**src/rtl/ast_defines.vh**
```
// constants for the aal statistics counter and threshold engine
// assumes a 200 MHz core clock and an external 32-bit statistics ram
`ifndef AST_DEFINES_VH
`define AST_DEFINES_VH
`define AST_OFF_CTRL      12'h000
`define AST_OFF_STATUS    12'h004
`define AST_OFF_QUEUE     12'h008
`define AST_OFF_LAST      12'h00c
`define AST_OFF_DROPPED   12'h010
`define AST_CTRL_RUN      0
`define AST_CTRL_RESTART  1
`define AST_CTRL_SDTONCE  2
`define AST_CTRL_AALEN    31:16
`define AST_CTRL_RESET    32'h0000_0001
`define AST_SAT_VALUE     31'h4000_0000
`define AST_FLAG_BIT      31
`define AST_VAL_MSB       30
`define AST_CNT_BASE      18'h20000
`define AST_THR_BASE      18'h22000
`define AST_SHARED_PORT   3'h7
`define AST_SHARED_CHAN   5'h1f
`define AST_UNSTR_CHAN    5'h00
`define AST_PTR_LOW       7'd93
`define AST_PTR_HIGH      7'd127
`define AST_CNT_OVR       4'h4
`define AST_CNT_OVREND    4'h5
`define AST_CNT_HDR       4'h6
`define AST_CNT_SCTRANS   4'h7
`define AST_CNT_MISINS    4'h8
`define AST_CNT_SCDISC    4'h9
`define AST_CNT_PTRREJ    4'ha
`define AST_CNT_MULTIPTR  4'hb
`define AST_CNT_UFSTART   4'hc
`define AST_CNT_STARVE    4'hd
`define AST_CNT_REFRAME   4'he
`define AST_CNT_LOST      4'hf
`define AST_CNT_SHARED    4'h0
`define AST_QUEUE_NE_BIT  15
`endif

```
**src/rtl/ast_counter_engine.v**
```verilog
// aal statistics counter engine with threshold queue entries
// assumes an external ram with one cycle read latency and apb software access
//
// Chosen here: the APB interface to the registers.
`include "ast_defines.vh"

module ast_counter_engine (
  input  wire        core_clk,
  input  wire        rst_b,
  input  wire        clk_en,
  input  wire        psel,
  input  wire        penable,
  input  wire        pwrite,
  input  wire [11:0] paddr,
  input  wire [31:0] pwdata,
  output wire        pready,
  output reg  [31:0] prdata,
  output wire        pslverr,
  input  wire        ev_valid,
  output wire        ev_ready,
  input  wire [2:0]  ev_port,
  input  wire [4:0]  ev_chan,
  input  wire        ev_active,
  input  wire        ev_unstructured,
  input  wire        ev_aal1,
  input  wire        ev_ovr_cross,
  input  wire        ev_ovr_discard,
  input  wire        ev_ovr_end,
  input  wire        ev_hdr_crc_fixed,
  input  wire        ev_hdr_crc_bad,
  input  wire        ev_hdr_parity,
  input  wire        ev_sc_sync_oos,
  input  wire        ev_sc_inv_oosync,
  input  wire        ev_misinsert,
  input  wire        ev_sc_discard,
  input  wire        ev_lost,
  input  wire        ev_ptr_parity,
  input  wire [6:0]  ev_ptr_value,
  input  wire        ev_ptr_seen,
  input  wire        ev_multi_ptr,
  input  wire        ev_uf_start,
  input  wire        ev_starve,
  input  wire        ev_reframe,
  input  wire        ev_shared_drop,
  output reg         buf_restart,
  output reg         starve_insert,
  output reg         ram_req,
  output reg         ram_we,
  output reg  [17:0] ram_addr,
  output reg  [31:0] ram_wdata,
  input  wire [31:0] ram_rdata,
  output reg         queue_push,
  output reg  [15:0] queue_entry
);

  localparam ST_IDLE  = 3'd0;
  localparam ST_RDCNT = 3'd1;
  localparam ST_RDTHR = 3'd2;
  localparam ST_WAIT  = 3'd3;
  localparam ST_WRITE = 3'd4;

  reg  [31:0] ctrl;
  reg  [15:0] pend;
  reg  [2:0]  cur_port;
  reg  [4:0]  cur_chan;
  reg  [3:0]  cur_idx;
  reg  [2:0]  state;
  reg  [31:0] cnt_word;
  reg  [15:0] queue_count;
  reg  [15:0] last_entry;
  reg  [15:0] dropped;
  reg  [15:0] ev_vec;
  reg  [3:0]  pick;
  reg         pick_ok;
  reg  [30:0] next_val;
  reg         next_flag;
  reg         hit;
  reg  [4:0]  use_chan;
  reg  [2:0]  use_port;
  reg  [2:0]  srv_port;
  reg  [4:0]  srv_chan;
  wire        allowed;
  wire        restart_on;
  wire        sdt_once;
  wire [15:0] aal_en;
  wire        ptr_gap;
  wire        ptr_bad;
  wire        apb_wr;
  wire        apb_rd;
  wire        starve_req;
  wire        ev_take;
  wire        ev_drop;
  wire        thr_act;
  wire [30:0] thr_val;
  wire        thr_usable;
  wire        thr_reached;
  wire        flag_free;
  wire [17:0] srv_cnt_addr;
  wire [17:0] srv_thr_addr;
  wire [15:0] srv_entry;
  integer     i;

  assign pready = 1'b1;
  assign pslverr = 1'b0;
  assign apb_wr = psel & penable & pwrite;
  // read data is latched in the setup cycle
  assign apb_rd = psel & ~penable & ~pwrite;

  // engine only accepts a new event set once the pending set is drained
  assign ev_ready = ctrl[`AST_CTRL_RUN] & (pend == 16'h0000);
  assign restart_on = ctrl[`AST_CTRL_RESTART];
  assign sdt_once = ctrl[`AST_CTRL_SDTONCE];
  assign aal_en = ctrl[`AST_CTRL_AALEN];
  assign allowed = ev_active;
  assign ev_take = ev_valid & ev_ready & allowed & (ev_vec != 16'h0000);
  assign ev_drop = ev_valid & ~ev_ready & allowed & (ev_vec != 16'h0000);

  // pointer values strictly between the two limits are rejected
  assign ptr_gap = (ev_ptr_value > `AST_PTR_LOW) & (ev_ptr_value < `AST_PTR_HIGH);
  assign ptr_bad = ev_ptr_seen & (ev_ptr_parity | ptr_gap);
  assign starve_req = ev_starve & ~restart_on;

  // threshold word fields, on ram_rdata in the wait state
  assign thr_act = ram_rdata[`AST_FLAG_BIT];
  assign thr_val = ram_rdata[`AST_VAL_MSB:0];
  // a threshold beyond saturation can never be reached
  assign thr_usable = thr_act & (thr_val <= `AST_SAT_VALUE);
  assign thr_reached = (next_val >= thr_val);
  // stored flag blocks a second push
  assign flag_free = ~cnt_word[`AST_FLAG_BIT];

  // addresses and entry of the counter being served
  assign srv_cnt_addr = `AST_CNT_BASE | {5'h00, srv_port, srv_chan, cur_idx, 1'b0};
  assign srv_thr_addr = `AST_THR_BASE | {5'h00, srv_port, srv_chan, cur_idx, 1'b0};
  assign srv_entry = {1'b1, 3'h0, srv_port, srv_chan, cur_idx};

  always @*
  begin
    ev_vec = 16'h0000;
    ev_vec[`AST_CNT_SHARED]   = ev_shared_drop;
    ev_vec[`AST_CNT_OVR]      = ev_ovr_cross | ev_ovr_discard;
    ev_vec[`AST_CNT_OVREND]   = ev_ovr_end;
    ev_vec[`AST_CNT_HDR]      = ev_aal1 & (ev_hdr_crc_fixed | ev_hdr_crc_bad | ev_hdr_parity);
    ev_vec[`AST_CNT_SCTRANS]  = ev_aal1 & (ev_sc_sync_oos | ev_sc_inv_oosync);
    ev_vec[`AST_CNT_MISINS]   = ev_aal1 & ev_misinsert;
    ev_vec[`AST_CNT_SCDISC]   = ev_aal1 & ev_sc_discard;
    ev_vec[`AST_CNT_LOST]     = ev_aal1 & ev_lost;
    ev_vec[`AST_CNT_PTRREJ]   = ev_aal1 & ptr_bad;
    ev_vec[`AST_CNT_MULTIPTR] = ev_aal1 & ev_multi_ptr & sdt_once;
    ev_vec[`AST_CNT_UFSTART]  = ev_uf_start;
    ev_vec[`AST_CNT_STARVE]   = starve_req;
    ev_vec[`AST_CNT_REFRAME]  = ev_aal1 & ~ev_unstructured & ev_reframe;
    ev_vec = ev_vec & aal_en;
  end

  // lowest pending counter is served first
  always @*
  begin
    pick = 4'h0;
    pick_ok = 1'b0;
    for (i = 15; i >= 0; i = i - 1)
    begin
      if (pend[i])
      begin
        pick = i[3:0];
        pick_ok = 1'b1;
      end
    end
  end

  always @*
  begin
    use_port = cur_port;
    use_chan = cur_chan;
    if (pick == `AST_CNT_SHARED)
    begin
      use_port = `AST_SHARED_PORT;
      use_chan = `AST_SHARED_CHAN;
    end
  end

  // saturating add and threshold test on the freshly read words
  always @*
  begin
    next_val = cnt_word[`AST_VAL_MSB:0];
    if (cnt_word[`AST_VAL_MSB:0] < `AST_SAT_VALUE)
      next_val = cnt_word[`AST_VAL_MSB:0] + 31'h0000_0001;
    hit = thr_usable & flag_free & thr_reached;
    next_flag = cnt_word[`AST_FLAG_BIT] | hit;
  end

  // control, event capture and counter sequencer
  always @(posedge core_clk or negedge rst_b)
  begin
    if (!rst_b)
    begin
      ctrl          <= `AST_CTRL_RESET;
      srv_port      <= 3'h0;
      srv_chan      <= 5'h00;
      pend          <= 16'h0000;
      cur_port      <= 3'h0;
      cur_chan      <= 5'h00;
      cur_idx       <= 4'h0;
      state         <= ST_IDLE;
      cnt_word      <= 32'h0000_0000;
      queue_count   <= 16'h0000;
      last_entry    <= 16'h0000;
      dropped       <= 16'h0000;
      buf_restart   <= 1'b0;
      starve_insert <= 1'b0;
      ram_req       <= 1'b0;
      ram_we        <= 1'b0;
      ram_addr      <= 18'h00000;
      ram_wdata     <= 32'h0000_0000;
      queue_push    <= 1'b0;
      queue_entry   <= 16'h0000;
    end
    else if (clk_en)
    begin
      queue_push    <= 1'b0;
      buf_restart   <= 1'b0;
      starve_insert <= 1'b0;
      ram_req       <= 1'b0;
      ram_we        <= 1'b0;
      if (apb_wr && paddr == `AST_OFF_CTRL)
        ctrl <= pwdata;
      // buf_restart follows valid ev_uf_start with restart set, starve_insert valid ev_starve with restart clear, even refused ones
      if (ev_valid && ev_uf_start && restart_on)
        buf_restart <= 1'b1;
      if (ev_valid && starve_req)
        starve_insert <= 1'b1;
      // active events with a nonzero counter set refused while not ready are counted in dropped and never tallied
      if (ev_drop)
        dropped <= dropped + 16'h0001;
      if (ev_take)
      begin
        pend     <= ev_vec;
        cur_port <= ev_port;
        cur_chan <= ev_unstructured ? `AST_UNSTR_CHAN : ev_chan;
      end
      case (state)
        ST_IDLE:
        begin
          // start read of lowest pending counter
          if (pick_ok)
          begin
            cur_idx  <= pick;
            ram_req  <= 1'b1;
            ram_addr <= `AST_CNT_BASE | {5'h00, use_port, use_chan, pick, 1'b0};
            srv_port <= use_port;
            srv_chan <= use_chan;
            state    <= ST_RDCNT;
          end
        end
        ST_RDCNT:
        begin
          // fetch the matching threshold word
          ram_req  <= 1'b1;
          ram_addr <= srv_thr_addr;
          state    <= ST_RDTHR;
        end
        ST_RDTHR:
        begin
          // counter word stands on ram_rdata now
          cnt_word <= ram_rdata;
          state    <= ST_WAIT;
        end
        ST_WAIT:
        begin
          // write back while engine is busy: no other update can interleave
          ram_req   <= 1'b1;
          ram_we    <= 1'b1;
          ram_addr  <= srv_cnt_addr;
          ram_wdata <= {next_flag, next_val};
          if (hit)
          begin
            queue_push  <= 1'b1;
            queue_entry <= srv_entry;
            last_entry  <= srv_entry;
            queue_count <= queue_count + 16'h0001;
          end
          pend[cur_idx] <= 1'b0;
          state         <= ST_WRITE;
        end
        ST_WRITE:
        begin
          // write lands in ram this cycle
          state <= ST_IDLE;
        end
        default:
        begin
          // unused codes fall back to idle
          state <= ST_IDLE;
        end
      endcase
    end
  end

  // register read mux
  always @(posedge core_clk or negedge rst_b)
  begin
    if (!rst_b)
      prdata <= 32'h0000_0000;
    else if (clk_en && apb_rd)
    begin
      case (paddr)
        `AST_OFF_CTRL:    prdata <= ctrl;
        `AST_OFF_STATUS:  prdata <= {13'h0000, state, pend};
        `AST_OFF_QUEUE:   prdata <= {16'h0000, queue_count};
        `AST_OFF_LAST:    prdata <= {16'h0000, last_entry};
        `AST_OFF_DROPPED: prdata <= {16'h0000, dropped};
        default:          prdata <= 32'h0000_0000;
      endcase
    end
  end

endmodule // ast_counter_engine

```
**config.mk**
```make
export PLATFORM = sky130hd
export DESIGN_NAME = ast_counter_engine
export DESIGN_NICKNAME = d
export VERILOG_FILES = /design/src/rtl/ast_counter_engine.v
export VERILOG_INCLUDE_DIRS = /design/src /design/src/rtl
export SDC_FILE = /design/constraint.sdc
export NUM_CORES = 1
export LEC_CHECK = 0
export BUFFER_PORTS_ARGS = -buffer_cell sky130_fd_sc_hd__buf_2
export CORE_MARGIN = 1.5
export CORE_UTILIZATION = 40
export DETAILED_ROUTE_END_ITERATION = 16
export GPL_TIMING_DRIVEN = 1
export PLACE_DENSITY_LB_ADDON = 0.1
export SLEW_MARGIN = 20
export SYNTH_ARGS = -nofsm -noshare
export SYNTH_HDL_FRONTEND = slang
export SYNTH_SLANG_ARGS = --single-unit
```
**constraint.sdc**
```tcl
create_clock -name core_clk -period 6.17 [get_ports core_clk]
set_input_delay 0.9255 -clock core_clk [delete_from_list [all_inputs] [get_ports core_clk]]
set_output_delay 0.9255 -clock core_clk [all_outputs]
set_load 0.03 [all_outputs]
```
==> impl_metrics.py <==
metrics = {
    "status": {
        "status": "finished, final reports clean",
    },
    "global_route": {
        "first_global_vias": 9029,
        "grt-ovfl-total": 0,
        "globalRouteTotalUtil": 0.2198,
        "antenna_found_initial": 0,
        "grt_start_max_net_pins": 131,
        "global_route_wire_length_before_repair_um": 52030,
    },
    "critical_path": {
        "critical_path_class": "flip-flop to flip-flop",
        "crit_end": "queue_count[7]$_DFFE_PN0P_",
        "crit_start": "cnt_word[0]$_DFFE_PN0P_",
        "worstSetupStartpointType": "flip-flop",
        "critical_path.reg2reg.endpoint": "queue_count[7]$_DFFE_PN0P_",
        "worstPathMaxFanout": 20,
        "regToRegSetupSlack_ns": 1.57,
        "critical_path_cell_by_cell": "ha_1 > nand2b_1 > or2_2 > nor3_1 > and2_1 > nand3_1 > xnor2_1 > ha_1 > and3_1 > a221oi_1 > or3b_2 > o21ai_2 > buf_4 > nor3_1 > xor2_1",
        "critical_path.reg2reg.startpoint": "cnt_word[0]$_DFFE_PN0P_",
        "cp-end-kind": "flip-flop",
        "cp_data_required_time_ns": 6.58,
        "critPathMaxStageDelay_ns": 0.79,
        "cp_slowest_cell": "sky130_fd_sc_hd__o21ai_2",
        "worst_ep_arrival_time_ns": 5.01,
        "worst_r2r_path_depth": 15,
    },
    "sta": {
        "final.setup.tns_ns": 0,
        "worst_slew_pin_slew_ns": 1.005,
        "final-hold-violation-count": 0,
        "max_clock_freq_mhz": 217.4,
        "layout_worst_path_cycle_share": 0.7454,
        "finalCriticalPeriod_ns": 4.599,
        "final-max-slew-violation-count": 0,
        "setup-violations-final": 0,
        "fin_worst_skew_ns": 0.01226,
        "timing.max_slew.rel_slack": 0.3300,
        "rsz0062_at_grt": "no",
    },
    "synthesis": {
        "ys_async_sr_fraction": 1.000,
        "synth-simple-area-share": 0.1621,
        "yosysMostFrequentCell": "sky130_fd_sc_hd__dfrtp_1",
        "synth-xor-area-share": 0.04459,
        "number_of_flops_mapped_to_enable_cells_by_yosys": 0,
        "synth_largest_type_area_fraction": 0.4967,
        "muxShareOfSynthArea": 0.1066,
        "synth_fa_ha_area_frac": 0.03671,
        "syn_inst": 1091,
        "synth.yosys.seq_area_share": 0.4989,
        "synth-compound-area-share": 0.1084,
        "syn-mean-instance-area_um2": 10.62,
        "ys.warnings.count": 0,
        "yosys_most_used_dff": "sky130_fd_sc_hd__dfrtp_1",
        "synth.distinct_cells": 75,
        "synthTopCellsByArea": "sky130_fd_sc_hd__dfrtp_1 (50%), sky130_fd_sc_hd__mux2_2 (10%), sky130_fd_sc_hd__nand2_1 (4.5%)",
        "yosys_register_bits": 231,
        "mappedNetlistArea_mm2": 0.01159,
        "synth_top_family_by_area": "simple AND/OR/NAND/NOR gates",
        "synth_area_leader_cell": "sky130_fd_sc_hd__dfrtp_1",
        "synth.top_cells.by_count": "sky130_fd_sc_hd__dfrtp_1 (230), sky130_fd_sc_hd__nand2_1 (139), sky130_fd_sc_hd__mux2_2 (106), sky130_fd_sc_hd__nor2_1 (63), sky130_fd_sc_hd__inv_1 (54)",
    },
    "drt": {
        "wl_met1_um": 15600,
        "firstDrtPassIters": 6,
        "drt-wirelength-per-cell_um": 19.23,
        "routed_wl_met2_um": 14820,
        "drc": 0,
        "top_layer_used": "met4",
        "wirelength_um": 32790,
        "via_count": 9028,
        "met3_length_um": 1727,
        "viasPerCell": 5.295,
        "detail_route.iter0.violations": 579,
        "antenna_violating_nets_post_route": 0,
    },
    "clocking": {
        "clock_tree_from_tritoncts": "built",
        "number_of_buffers_added_by_the_clock_tree_synthesis_step": 28,
        "postCtsSetupRepairBufs": 0,
        "cts_hold_repair.buffers": 0,
        "cts.root.buffer_cell": "sky130_fd_sc_hd__clkbuf_16",
        "cts_htree_levels": 1,
        "cts.clk_slew.worst_paths_ns": 0.06,
        "gates_resized_cts_repair": 0,
        "max-clock-path-buffers": 3,
        "cts.sinks": 231,
        "clock_latency_ns": 0.54,
    },
    "power_and_ir_drop": {
        "power.total_w": 0.005576,
        "peakVddDrop_mv": 0.2217,
        "cellPowerDensity_mw_per_mm2": 400.0,
        "lkg_pwr_nw": 6.797,
    },
    "hold_path": {
        "timing.hold.worst.class": "input port to async pin",
    },
    "cells_and_area": {
        "nNetsFinal": 1453,
        "multi_input_comb_area_mm2": 0.005376,
        "synthToLayoutAreaGrowth_pct": 20.30,
        "ff_latch_area_mm2": 0.005782,
        "insertedDiodeCount": 0,
        "drive_gt1_frac": 0.3134,
        "fillers": 2709,
        "layout_cells_excl_fill": 1705,
    },
    "placed_design": {
        "port-buffer-count": 215,
        "gp_routability_congestion": 0.8564,
        "dpl.cell_count": 1654,
        "place.detailed.hpwl_um": 24140,
    },
    "floorplanning": {
        "chipHeight_um": 173.2,
        "area_of_the_placeable_core_mm2": 0.02863,
        "design.portCount": 225,
        "floorplan.die_area_mm2": 0.03000,
        "die-width_um": 173.2,
        "rows": 62,
        "start_util": 0.4048,
    },
    "run": {
        "max-cap-violations": 0,
    },
}
[registers in the layout, summed over array words and instances, names as in the netlist, 3 cells and up]
| register | flops |
|---|---|
| cnt_word | 32 |
| ram_addr | 14 |
| dropped | 16 |
| cur_idx | 4 |
| srv_chan | 5 |
| prdata | 32 |
| cur_port | 3 |
| last_entry | 13 |
| pend | 16 |
| state | 3 |
| cur_chan | 5 |
| srv_port | 3 |
| queue_count | 16 |
| ctrl | 32 |
| ram_wdata | 32 |
[layout by cell type, fill, tap and decap left out, types with 6 or more instances in the layout]
| cell type | synthesis | layout |
|---|---|---|
| sky130_fd_sc_hd__a221oi_1 | 14 | 14 |
| sky130_fd_sc_hd__inv_1 | 54 | 54 |
| sky130_fd_sc_hd__clkbuf_1 | 30 | 13 |
| sky130_fd_sc_hd__o21ai_0 | 32 | 32 |
| sky130_fd_sc_hd__buf_4 | 13 | 12 |
| sky130_fd_sc_hd__dfrtp_1 | 230 | 230 |
| sky130_fd_sc_hd__nand2_1 | 139 | 139 |
| sky130_fd_sc_hd__nand4_1 | 27 | 27 |
| sky130_fd_sc_hd__nand2b_1 | 8 | 8 |
| sky130_fd_sc_hd__and3_1 | 11 | 11 |
| sky130_fd_sc_hd__mux2_2 | 106 | 106 |
| sky130_fd_sc_hd__buf_2 | 12 | 214 |
| sky130_fd_sc_hd__nor2_1 | 63 | 62 |
| sky130_fd_sc_hd__a22oi_1 | 18 | 18 |
| sky130_fd_sc_hd__nor4_2 | 6 | 6 |
| sky130_fd_sc_hd__a31oi_1 | 18 | 18 |
| sky130_fd_sc_hd__a21o_1 | 10 | 10 |
| sky130_fd_sc_hd__nand3_1 | 44 | 43 |
| sky130_fd_sc_hd__clkbuf_16 | 0 | 29 |
| sky130_fd_sc_hd__conb_1 | 2 | 9 |
| sky130_fd_sc_hd__xnor2_1 | 30 | 30 |
| sky130_fd_sc_hd__xor2_1 | 29 | 29 |
| sky130_fd_sc_hd__nand3b_1 | 6 | 6 |
| sky130_fd_sc_hd__o31ai_1 | 10 | 10 |
| sky130_fd_sc_hd__nor3_1 | 16 | 15 |
| sky130_fd_sc_hd__nor4_1 | 11 | 11 |
| sky130_fd_sc_hd__ha_1 | 34 | 34 |
| sky130_fd_sc_hd__a21oi_1 | 22 | 22 |
| sky130_fd_sc_hd__o221ai_1 | 9 | 9 |
[per-stage QoR]
step | util | cell area, um2 | worst slack [ns] | hold slack, ns
floorplan | - | 11610 | 2.511 | 0.4389
global placement | 0.4556 | 13040 | 1.604 | 0.4462
detailed placement | 0.4556 | 13040 | 1.470 | 0.4512
CTS | 0.4870 | 13940 | 1.458 | 0.4440
global route | 0.4870 | 13940 | 1.140 | 0.4654
finish | 0.4870 | 13940 | 1.571 | 0.4097
[cell families after synthesis]
group | count (synthesis)
AO/OA/AOI/OAI | 175
XOR/XNOR | 59
adder cells (fa/ha/maj) | 34
buffers and inverters | 111
flip-flops | 231
multiplexers | 110
other | 2
AND/OR/NAND/NOR | 369
[layer usage]
metal | up-vias | GRT usage
li1 | 4329 | -
met3 | 44 | 0.03969
met2 | 231 | 0.3490
met5 | - | 0
met1 | 4424 | 0.3125
met4 | 0 | 0.05254
[critical path, delay by kind of cell, from the launching register on]
family                     cells  cell delay (ns)
DFF                            1             0.40
and+or+nand+nor                8             1.92
buffers and inverters          1             0.30
xor gates and xnor gates       2             0.36
AOI/OAI and AO/OA              2             1.02
adders and majority gates      2             0.47
[worst min-delay path by stage]
stage,to,slack [ns],cells past startpoint
2_1_floorplan,cur_chan[0]$_DFFE_PN0P_,0.44,2
3_3_place_gp,prdata[21]$_DFFE_PN0P_,0.45,2
3_5_place_dp,prdata[29]$_DFFE_PN0P_,0.45,2
4_1_cts,ctrl[26]$_DFFE_PN0P_,0.44,1
5_1_grt,ctrl[26]$_DFFE_PN0P_,0.47,1
6_report,ctrl[26]$_DFFE_PN0P_,0.41,1
[cell type report]
cell class              count  area share
clock buffers              45     0.05852
clock inverters             6    0.006013
inverters                  55     0.01481
multi-input cells         756      0.3857
flip-flops and latches    231      0.4147
well taps                 384     0.03446
repair buffers            228     0.08580
[report_power, final]
group	internal (W)	total, W	leakage, nW	switching, W
combinational	0.000693	0.00177	3.35	0.00107
sequential	0.00185	0.00220	3.01	0.000344
clock	0.000983	0.00161	0.439	0.000630
Power figures use the tool's default switching activity.
